===== src/rtl/lpms_pkg.sv =====
// constants, types and register map of the low power mode and reset sequencer
// assumes one 100 MHz system clock and a classic wishbone master
package lpms_pkg;

    // clock and times in their own units
    localparam int CLK_PERIOD_NS = 10;
    localparam int PWRUP_140US_NS = 140000;
    localparam int PWRUP_4P5MS_NS = 4500000;
    localparam int PWRUP_18MS_NS = 18000000;
    localparam int PWRUP_72MS_NS = 72000000;
    localparam int PWRUP_288MS_NS = 288000000;

    // cycle counts of the system oscillator
    localparam int OST_SHORT_CYC = 1;
    localparam int OST_LONG_CYC = 16;
    localparam int WAKE_XTAL_CYC = 512;
    localparam int WAKE_RC_CYC = 16;
    localparam int CNT_W = 25;

    // register byte addresses
    localparam logic [7:0] ADR_CLK_CTRL = 8'h00;
    localparam logic [7:0] ADR_STATUS = 8'h04;
    localparam logic [7:0] ADR_CONFIG = 8'h08;
    localparam logic [7:0] ADR_ENABLE = 8'h0C;

    // clock_control_reg fields
    localparam int CC_SEL_HI_BIT = 0;
    localparam int CC_STOP_HI_BIT = 1;
    localparam int CC_MODE_LSB = 2;
    localparam logic [7:0] CC_RESET = 8'h01;

    // status fields
    localparam int ST_PD_BIT = 3;
    localparam int ST_TO_BIT = 4;
    localparam int ST_GIE_BIT = 5;
    localparam int ST_RST_BIT = 6;

    // config fields: [2:0] power-up time select, [3] crystal mode in use
    localparam int CFG_XTAL_BIT = 3;
    localparam logic [3:0] CFG_RESET = 4'h0;
    localparam logic [2:0] PWRUP_SEL_140US = 3'h0;
    localparam logic [2:0] PWRUP_SEL_4P5MS = 3'h1;
    localparam logic [2:0] PWRUP_SEL_18MS = 3'h2;
    localparam logic [2:0] PWRUP_SEL_72MS = 3'h3;

    // enable fields: [3:0] timer run bits, [4] watchdog on, [7:5] other modules
    localparam int EN_WDT_BIT = 4;
    localparam int EN_MOD_LSB = 5;
    localparam logic [7:0] EN_RESET = 8'h00;

    // operating mode codes
    localparam logic [1:0] OPM_RUN = 2'h0;
    localparam logic [1:0] OPM_HALT = 2'h1;
    localparam logic [1:0] OPM_STANDBY = 2'h2;

    typedef enum logic [2:0] {
        S_RESET, S_PWRUP, S_OST, S_RUN, S_STANDBY, S_HALT, S_WAKE
    } lpms_state_t;

    typedef struct packed {
        logic cyc;
        logic stb;
        logic we;
        logic [7:0] adr;
        logic [3:0] sel;
        logic [31:0] dat;
    } lpms_wb_req_t;

    typedef struct packed {
        logic ack;
        logic [31:0] dat;
    } lpms_wb_rsp_t;

    typedef struct packed {
        logic [3:0] timer_expire;
        logic wdt_timeout;
        logic port_change;
        logic [1:0] ext_irq_pins;
        logic lvd_irq;
        logic cmp_irq;
        logic adc_irq;
    } lpms_wake_t;

endpackage


===== src/rtl/lpms_sequencer.sv =====
// low power mode and reset sequencer: standby/halt entry and wake, reset timing
// assumes core, timers and watchdog give one-cycle event pulses on clk_sys
//
// The implementer's own choices: the Wishbone interface to the registers and the address map.
`timescale 1ns/1ps

module lpms_sequencer #(
    parameter int unsigned PWRUP0_CYC = lpms_pkg::PWRUP_140US_NS / lpms_pkg::CLK_PERIOD_NS,
    parameter int unsigned PWRUP1_CYC = lpms_pkg::PWRUP_4P5MS_NS / lpms_pkg::CLK_PERIOD_NS,
    parameter int unsigned PWRUP2_CYC = lpms_pkg::PWRUP_18MS_NS / lpms_pkg::CLK_PERIOD_NS,
    parameter int unsigned PWRUP3_CYC = lpms_pkg::PWRUP_72MS_NS / lpms_pkg::CLK_PERIOD_NS,
    parameter int unsigned PWRUP4_CYC = lpms_pkg::PWRUP_288MS_NS / lpms_pkg::CLK_PERIOD_NS
) (
    input wire logic clk_sys,
    input wire logic rst_n,
    input wire lpms_pkg::lpms_wb_req_t wb_req,
    output lpms_pkg::lpms_wb_rsp_t wb_rsp,
    input wire logic por_event,
    input wire logic low_voltage_reset,
    input wire logic ext_reset_pin_n,
    input wire logic halt_instr,
    input wire logic watchdog_clear_instr,
    input wire logic global_int_on_instr,
    input wire logic global_int_off_instr,
    input wire lpms_pkg::lpms_wake_t wake_src,
    output logic sys_reset_n,
    output logic cpu_run,
    output logic high_osc_en,
    output logic low_osc_en,
    output logic high_clock_select,
    output logic [3:0] timer_en,
    output logic [2:0] module_en,
    output logic watchdog_run,
    output logic watchdog_clear,
    output logic wake_vector,
    output logic wake_continue
);
    import lpms_pkg::*;

    lpms_state_t state_reg;
    lpms_state_t state_next;
    logic [CNT_W-1:0] cnt_reg;
    logic [CNT_W-1:0] cnt_next;
    logic [7:0] clock_control_reg;
    logic [7:0] enable_reg;
    logic [3:0] config_reg;
    logic power_down_flag;
    logic timeout_flag;
    logic gie_reg;
    logic ack_reg;
    logic [31:0] rdat_reg;
    logic wdt_clear_reg;
    logic vector_reg;
    logic continue_reg;
    logic wr_fire;
    logic wr_clk_ctrl;
    logic [1:0] wr_mode;
    logic rst_event;
    logic wdt_reset;
    logic standby_wake;
    logic halt_wake;
    logic enter_halt;
    logic enter_standby;
    logic resume;
    logic in_halt;

    function automatic logic [CNT_W-1:0] pwrup_load(input logic [2:0] s);
        logic [CNT_W-1:0] r;
        r = CNT_W'(PWRUP4_CYC - 1);
        case (s)
            PWRUP_SEL_140US: r = CNT_W'(PWRUP0_CYC - 1);
            PWRUP_SEL_4P5MS: r = CNT_W'(PWRUP1_CYC - 1);
            PWRUP_SEL_18MS: r = CNT_W'(PWRUP2_CYC - 1);
            PWRUP_SEL_72MS: r = CNT_W'(PWRUP3_CYC - 1);
            default: r = CNT_W'(PWRUP4_CYC - 1);
        endcase
        return r;
    endfunction

    // register decode over classic wishbone, write lands on the ack edge
    assign wr_fire = wb_req.cyc && wb_req.stb && wb_req.we && ack_reg;
    assign wr_clk_ctrl = wr_fire && (wb_req.adr == ADR_CLK_CTRL) && wb_req.sel[0];
    assign wr_mode = wb_req.dat[CC_MODE_LSB +: 2];

    // reset sources
    assign in_halt = (state_reg == S_HALT) || (state_reg == S_WAKE);
    assign wdt_reset = wake_src.wdt_timeout && (state_reg == S_RUN);
    assign rst_event = por_event || low_voltage_reset || !ext_reset_pin_n
        || wdt_reset;

    // wake qualification
    assign standby_wake = |(wake_src.timer_expire & enable_reg[3:0])
        || wake_src.wdt_timeout || wake_src.port_change || (|wake_src.ext_irq_pins)
        || wake_src.lvd_irq || wake_src.cmp_irq || wake_src.adc_irq;
    assign halt_wake = wake_src.wdt_timeout || wake_src.port_change
        || (|wake_src.ext_irq_pins);

    assign enter_halt = (state_reg == S_RUN)
        && (halt_instr || (wr_clk_ctrl && wr_mode == OPM_HALT));
    assign enter_standby = (state_reg == S_RUN) && !halt_instr
        && wr_clk_ctrl && (wr_mode == OPM_STANDBY);

    // sequencing state
    always_comb begin
        state_next = state_reg;
        cnt_next = (cnt_reg != '0) ? cnt_reg - CNT_W'(1) : cnt_reg;
        resume = 1'b0;
        if (rst_event) begin
            state_next = S_RESET;
        end else begin
            case (state_reg)
                S_RESET: begin
                    state_next = S_PWRUP;
                    cnt_next = pwrup_load(config_reg[2:0]);
                end
                S_PWRUP: begin
                    if (cnt_reg == '0) begin
                        state_next = S_OST;
                        cnt_next = (config_reg[2:0] == PWRUP_SEL_140US) ?
                            CNT_W'(OST_SHORT_CYC - 1) : CNT_W'(OST_LONG_CYC - 1);
                    end
                end
                S_OST: begin
                    if (cnt_reg == '0) begin
                        state_next = S_RUN;
                    end
                end
                S_RUN: begin
                    if (enter_halt) begin
                        state_next = S_HALT;
                    end else if (enter_standby) begin
                        state_next = S_STANDBY;
                    end
                end
                S_STANDBY: begin
                    if (standby_wake) begin
                        state_next = S_RUN;
                        resume = 1'b1;
                    end
                end
                S_HALT: begin
                    if (halt_wake) begin
                        state_next = S_WAKE;
                        cnt_next = config_reg[CFG_XTAL_BIT] ?
                            CNT_W'(WAKE_XTAL_CYC - 1) : CNT_W'(WAKE_RC_CYC - 1);
                    end
                end
                S_WAKE: begin
                    if (cnt_reg == '0) begin
                        state_next = S_RUN;
                        resume = 1'b1;
                    end
                end
                default: begin
                    state_next = S_RESET;
                end
            endcase
        end
    end

    always_ff @(posedge clk_sys) begin
        if (!rst_n) begin
            state_reg <= S_RESET;
            cnt_reg <= '0;
        end else begin
            state_reg <= state_next;
            cnt_reg <= cnt_next;
        end
    end

    // clock control and module enables
    always_ff @(posedge clk_sys) begin
        if (!rst_n || rst_event) begin
            clock_control_reg <= CC_RESET;
            enable_reg <= EN_RESET;
        end else begin
            if (wr_clk_ctrl) begin
                clock_control_reg[CC_SEL_HI_BIT] <= wb_req.dat[CC_SEL_HI_BIT];
                clock_control_reg[CC_STOP_HI_BIT] <= wb_req.dat[CC_STOP_HI_BIT];
            end
            if (state_next != state_reg) begin
                case (state_next)
                    S_HALT: clock_control_reg[CC_MODE_LSB +: 2] <= OPM_HALT;
                    S_STANDBY: clock_control_reg[CC_MODE_LSB +: 2] <= OPM_STANDBY;
                    default: clock_control_reg[CC_MODE_LSB +: 2] <= OPM_RUN;
                endcase
            end
            if (wr_fire && wb_req.adr == ADR_ENABLE && wb_req.sel[0]) begin
                enable_reg <= wb_req.dat[7:0];
            end
        end
    end

    // configuration survives reset events
    always_ff @(posedge clk_sys) begin
        if (!rst_n) begin
            config_reg <= CFG_RESET;
        end else if (wr_fire && wb_req.adr == ADR_CONFIG && wb_req.sel[0]) begin
            config_reg <= wb_req.dat[3:0];
        end
    end

    // timeout and power-down flags
    always_ff @(posedge clk_sys) begin
        if (!rst_n || por_event || low_voltage_reset) begin
            timeout_flag <= 1'b1;
            power_down_flag <= 1'b1;
        end else if (!ext_reset_pin_n) begin
            if (in_halt) begin
                timeout_flag <= 1'b1;
                power_down_flag <= 1'b1;
            end
        end else if (wdt_reset) begin
            timeout_flag <= 1'b0;
            power_down_flag <= 1'b1;
        end else if (state_reg == S_HALT && wake_src.wdt_timeout) begin
            timeout_flag <= 1'b0;
            power_down_flag <= 1'b0;
        end else if (enter_halt) begin
            timeout_flag <= 1'b1;
            power_down_flag <= 1'b0;
        end else if (watchdog_clear_instr && state_reg == S_RUN) begin
            timeout_flag <= 1'b1;
            power_down_flag <= 1'b1;
        end
    end

    // global interrupt enable and resume kind
    always_ff @(posedge clk_sys) begin
        if (!rst_n || rst_event) begin
            gie_reg <= 1'b0;
        end else if (global_int_on_instr) begin
            gie_reg <= 1'b1;
        end else if (global_int_off_instr) begin
            gie_reg <= 1'b0;
        end
    end

    always_ff @(posedge clk_sys) begin
        if (!rst_n) begin
            vector_reg <= 1'b0;
            continue_reg <= 1'b0;
            wdt_clear_reg <= 1'b0;
        end else begin
            vector_reg <= resume && gie_reg && !rst_event;
            continue_reg <= resume && !gie_reg && !rst_event;
            wdt_clear_reg <= enter_halt && !rst_event;
        end
    end

    // wishbone answer: ack one cycle after strobe, unmapped reads give zero
    always_ff @(posedge clk_sys) begin
        if (!rst_n) begin
            ack_reg <= 1'b0;
            rdat_reg <= '0;
        end else begin
            ack_reg <= wb_req.cyc && wb_req.stb && !ack_reg;
            rdat_reg <= '0;
            if (wb_req.cyc && wb_req.stb && !ack_reg) begin
                case (wb_req.adr)
                    ADR_CLK_CTRL: rdat_reg[7:0] <= clock_control_reg;
                    ADR_STATUS: begin
                        rdat_reg[ST_PD_BIT] <= power_down_flag;
                        rdat_reg[ST_TO_BIT] <= timeout_flag;
                        rdat_reg[ST_GIE_BIT] <= gie_reg;
                        rdat_reg[ST_RST_BIT] <= !sys_reset_n;
                    end
                    ADR_CONFIG: rdat_reg[3:0] <= config_reg;
                    ADR_ENABLE: rdat_reg[7:0] <= enable_reg;
                    default: rdat_reg <= '0;
                endcase
            end
        end
    end

    assign wb_rsp.ack = ack_reg;
    assign wb_rsp.dat = rdat_reg;

    // gating outputs
    assign sys_reset_n = !(state_reg == S_RESET || state_reg == S_PWRUP
        || state_reg == S_OST);
    assign cpu_run = (state_reg == S_RUN);
    assign high_osc_en = !in_halt && !clock_control_reg[CC_STOP_HI_BIT];
    assign low_osc_en = !in_halt;
    assign high_clock_select = clock_control_reg[CC_SEL_HI_BIT];
    assign timer_en = in_halt ? 4'h0 : enable_reg[3:0];
    assign module_en = in_halt ? 3'h0 : enable_reg[EN_MOD_LSB +: 3];
    assign watchdog_run = enable_reg[EN_WDT_BIT];
    assign watchdog_clear = wdt_clear_reg;
    assign wake_vector = vector_reg;
    assign wake_continue = continue_reg;

    // checks
    logic [CNT_W-1:0] dwell_reg;

    always_ff @(posedge clk_sys) begin
        if (!rst_n || state_next != state_reg) begin
            dwell_reg <= '0;
        end else begin
            dwell_reg <= dwell_reg + CNT_W'(1);
        end
    end
endmodule


===== config.mk =====
export PLATFORM = sky130hd
export DESIGN_NAME = lpms_sequencer
export DESIGN_NICKNAME = d
export VERILOG_FILES = /design/src/rtl/lpms_pkg.sv /design/src/rtl/lpms_sequencer.sv
export SDC_FILE = /design/constraint.sdc
export NUM_CORES = 1
export LEC_CHECK = 0
export ABC_AREA = 1
export BUFFER_PORTS_ARGS = -buffer_cell sky130_fd_sc_hd__buf_4
export CAP_MARGIN = 30
export CORE_UTILIZATION = 52
export CTS_BUF_LIST = sky130_fd_sc_hd__clkbuf_16
export DETAILED_ROUTE_END_ITERATION = 10
export PLACE_DENSITY = 0.81
export RECOVER_POWER = 50
export REMOVE_ABC_BUFFERS = 1
export SYNTH_ARGS = -nofsm -noshare
export SYNTH_HDL_FRONTEND = slang
export SYNTH_SLANG_ARGS = --single-unit

===== constraint.sdc =====
create_clock -name clk_sys -period 2.6 [get_ports clk_sys]
set_input_delay 0.52 -clock clk_sys [delete_from_list [all_inputs] [get_ports clk_sys]]
set_output_delay 0.52 -clock clk_sys [all_outputs]
set_load 0.1 [all_outputs]

After elaboration in Yosys (flattened, before gate mapping)
Cells that the tools add are included.
{"block": "word_totals", "regBits": 83, "in_bits": 67, "elab_cells": 137}
{"block": "op_classes", "addsub": 1, "eq_ne": 18, "muxes": 39, "n_bitwise": 1, "reduce_logical": 63}
{"op": "$mux 25", "count": 4}
{"op": "$pmux 25 s4", "count": 1}
{"op": "$pmux 25 s3", "count": 1}
{"op": "$logic_not 25->1", "count": 1}
{"op": "$reduce_bool 25->1", "count": 1}
{"op": "$sub 25x1->25 const B", "count": 1}
{"op": "$logic_and 1x1->1", "count": 24}
{"op": "$mux 3", "count": 8}
{"op": "$logic_or 1x1->1", "count": 18}
{"op": "$pmux 3 s6", "count": 1}
{"op": "$eq 8x4->1 const B", "count": 2}
{"op": "$mux 1", "count": 16}
{"op": "$eq 3x3->1 const B", "count": 5}
{"op": "$eq 3x2->1 const B", "count": 4}
{"op": "$logic_not 1->1", "count": 9}
{"op": "$mux 9", "count": 1}
{"op": "$pmux 3 s3", "count": 1}
{"op": "$eq 8x3->1 const B", "count": 1}
{"op": "$logic_not 8->1", "count": 1}
{"op": "$mux 4", "count": 2}
{"op": "$eq 3x1->1 const B", "count": 2}
{"op": "$logic_not 3->1", "count": 2}
{"op": "$pmux 3 s2", "count": 1}
{"op": "$ne 5x1->1 const B", "count": 1}
{"op": "other kinds (11)", "count": 14}

Logic depth before layout (Yosys ltp)
{"block": "logic_depth", "ltp_word": 13, "depth_mapped": 16, "ltp_nobuf": 16}

Worst setup path before layout
OpenSTA, ideal clock, no wires.
{"block": "synth_path", "kind": "flip-flop to output port", "from": "register state_reg[1]", "to": "output port high_osc_en", "arrival_time_ns": 2.068, "required_ns": 2.080, "path_slack_ns": 0.012, "path_stages_with_launch": 5, "n_path_buf": 0, "path_cell_list": "dfxtp_1 inv_2 nand3_2 nand2_1 nor2_1"}
{"block": "synth_via", "elab_chain_cells": 4, "word_cells_on_any_way": 5}
{"element": "from (decl)", "line": "lpms_sequencer.sv:40", "rtl": "lpms_state_t state_reg;"}
{"element": "from (signal assigned)", "line": "lpms_sequencer.sv:166", "rtl": "state_reg <= state_next;"}
{"element": "$eq 3x3->1", "line": "lpms_sequencer.sv:86", "rtl": "assign in_halt = (state_reg == S_HALT) || (state_reg == S_WAKE);"}
{"element": "$logic_or 1x1->1 *", "line": "lpms_sequencer.sv:86"}
{"element": "$logic_not 1->1 *", "line": "lpms_sequencer.sv:283", "rtl": "assign high_osc_en = !in_halt && !clock_control_reg[CC_STOP_HI_BIT];"}
{"element": "$logic_and 1x1->1 *", "line": "lpms_sequencer.sv:283"}
{"element": "to (decl)", "line": "lpms_sequencer.sv:28", "rtl": "output logic high_osc_en,"}
Every way passes the cells marked *; elsewhere a longest branch is shown, timed or not.

Worst setup path after layout
{"block": "layout_path", "from": "register state_reg[1]", "to": "output port timer_en[0]"}
{"block": "layout_via", "elab_chain_cells": 3, "word_cells_on_any_way": 4}
{"element": "$eq 3x3->1", "line": "lpms_sequencer.sv:86"}
{"element": "$logic_or 1x1->1 *", "line": "lpms_sequencer.sv:86"}
{"element": "$mux 4 *", "line": "lpms_sequencer.sv:286", "rtl": "assign timer_en = in_halt ? 4'h0 : enable_reg[3:0];"}
{"element": "to (decl)", "line": "lpms_sequencer.sv:31", "rtl": "output logic [3:0] timer_en,"}
Marks and branches as above.

==> results.py <==
metrics = {
    "min_path": {
        "holdPathStages": 3,
        "hold_path_class": "primary input to flop",
        "worstHoldEndpoint": "enable_reg[4]",
        "hold_path_startpoint": "wb_req[4]",
    },
    "setup_path": {
        "cp_max_fo": 10,
        "reg2reg_depth": 15,
        "timing.rr.end": "cnt_reg[11]",
        "worstPathRequired_ps": 2080,
        "reg2reg_slack_ps": 420,
        "crit_type": "flop to output port",
        "arrival_ps": 1910,
        "startpoint_type": "flop",
        "r2r-start": "cnt_reg[0]",
        "cp-end-kind": "output port",
    },
    "cells_and_area": {
        "largest_register_ffs": 25,
        "drive_gt1_share_pct": 18.20,
        "syn2layout_area_growth_pct": 18.36,
        "post-route-cell-area_mm2": 0.004509,
        "num_antenna_cells": 0,
        "design.final.nets": 717,
    },
    "cts": {
        "cts-buffers-inserted": 9,
        "cts.htree.levels": 3,
        "cts_resized": 0,
        "clockRootBuffer": "clkbuf_16",
        "path_clk_slew_ps": 50,
        "clockBufferDepth": 2,
        "clock_sinks": 59,
        "cts_tree": "done",
        "postCtsSetupBuffers": 0,
        "cts_hold_buf": 0,
        "clock_latency_ps": 330,
    },
    "drt": {
        "wl_um": 9888,
        "first_pass_iters": 5,
        "drc_errors": 0,
        "vias_per_cell": 5.115,
        "dr.first_iter.drc_count": 189,
        "wl_per_cell_um": 13.18,
        "ant_nets": 0,
        "vias": 3836,
    },
    "timing": {
        "fin_crit_ps": 2432,
        "relSlewSlack_pct": 21.40,
        "slew_viol_final": 0,
        "worst_slack_ps": 168.1,
        "finalSetupViolCount": 0,
        "hold_viol_final": 0,
        "max_freq_ghz": 0.4112,
        "clock-skew-final_ps": 6.804,
        "worstMarginPinSlew_ps": 1184,
        "grt_setup_unrepaired": "false",
        "timing.hold.ws_ps": 426.2,
        "finalCritPeriodShare_pct": 93.54,
    },
    "yosys": {
        "syn_avg_cell_area_um2": 6.592,
        "syn_inst": 578,
        "synth_top_area_share_pct": 31.00,
        "yosys_register_bits": 59,
        "synthesis.area_mm2": 0.003810,
        "synth_edf_count": 0,
        "async_flop_share_pct": 0,
        "ys_types": 40,
        "synth_warnings": 0,
        "synthFlopType": "dfxtp_1",
        "synth_common_cells": "nor2_1, nand2_1, inv_1",
        "synth_area_leaders": "dfxtp_1, nor2_1, nand2_1, inv_1, buf_4",
        "yosysSeqAreaShare_pct": 31.00,
        "synth_most_common_cell": "nor2_1",
        "yosysTopAreaCell": "dfxtp_1",
    },
    "floorplan": {
        "top_level_ports": 116,
        "core_mm2": 0.006944,
        "die_w_um": 87.60,
        "dieArea_mm2": 0.007673,
        "die_y_um": 87.60,
        "start_util_pct": 54.86,
        "row_count": 30,
    },
    "global_routing": {
        "grt_pass1_wl_um": 16180,
        "grt_overflow": 0,
        "grt_pass1_vias": 3711,
        "antenna_found_initial": 0,
        "grt_util_all_layers_pct": 27.18,
        "grt_max_degree": 20,
    },
    "place": {
        "port_buffers": 64,
        "dp_hpwl_um": 7483,
        "dp_slack_ps": 308.7,
        "placed_cell_area_mm2": 0.004303,
        "place_congestion": 0.9044,
    },
    "power_and_ir_drop": {
        "powerDensity_mw_per_mm2": 836.8,
        "leakagePower_nw": 2.103,
        "irDropWorstVdd_uv": 387.8,
    },
    "flow_run": {
        "maxCapViolCount": 0,
    },
    "status": {
        "status": "completed",
    },
}
power by group:
part	internal, mW	total (mW)	switching, mW
clock network	0.737	1.17	0.432
registers	1.02	1.15	0.123
logic	0.492	1.46	0.968
total	2.25	3.77	1.52
critical path, cell delays in order, from the launching register on:
cell,delay [ps]
dfxtp_1,470
inv_2,110
nor2_1,180
nand2_1,130
nand2_1,350
nor2_1,90
buf_4,250
metal layers:
layer / global-route usage (%) / vias to the layer above / wire length (um)
met5: 0 / - / 0
met3: 5.749 / 23 / 640
met2: 47.51 / 153 / 4874
met1: 31.41 / 1724 / 4121
met4: 13.71 / 0 / 252
li1: - / 1936 / -
layout make-up:
| type | instances | area (um^2) |
|---|---|---|
| multi-input combinational | 424 | 2123 |
| fill | 658 | 2435 |
| inverter | 85 | 331.6 |
| tap | 96 | 120.1 |
| sequential | 59 | 1181 |
| timing repair buffer | 70 | 459.2 |
| clock inverter | 7 | 68.82 |
| clock buffer | 9 | 225.2 |
cells in the final DEF, fill, tap and decap left out, drive strengths merged, types with 2 or more instances in the layout:
master	Yosys	layout
dfxtp	59	59
buf	30	51
nor4	5	5
clkbuf	3	28
o211ai	6	6
a22oi	2	2
inv	85	85
xor2	10	10
nand2	109	109
a21oi	38	38
xnor2	5	5
nor3	13	13
nor2	122	122
nand4	6	6
nand3	29	29
conb	1	24
o21ai	42	42
a221oi	2	2
o22ai	4	4
clkinv	0	5
how the worst max path moves through the flow:
| stage | from | to | cells past startpoint |
|---|---|---|---|
| after detailed placement | low_voltage_reset | cnt_reg[8] | 10 |
| after global placement | low_voltage_reset | cnt_reg[8] | 10 |
| final | state_reg[1] | timer_en[0] | 6 |
| after global routing | state_reg[1] | timer_en[0] | 6 |
| after CTS | state_reg[1] | timer_en[0] | 6 |
| after floorplan | state_reg[0] | high_osc_en | 4 |
metrics by stage:
stage               setup TNS, ps  std cells  total power [mW]  util, %
floorplan                  -261.0        568             2.323        -
finish                          0        750             3.774    64.94
global placement                0        734             2.565    61.96
global route                    0        750             3.995    64.94
detailed placement              0        734             2.592    61.96
CTS                             0        750             3.767    66.20
logic make-up after synthesis:
logic type / after synthesis / share of synthesized area [%]
fa+ha+maj: 1 / 0.3284
simple gates: 286 / 36.16
flops: 59 / 31.00
other cells: 1 / 0.09843
buf+inv: 118 / 14.98
compound gates: 98 / 13.99
xor+xnor: 15 / 3.448
Power figures use the tool's default switching activity.
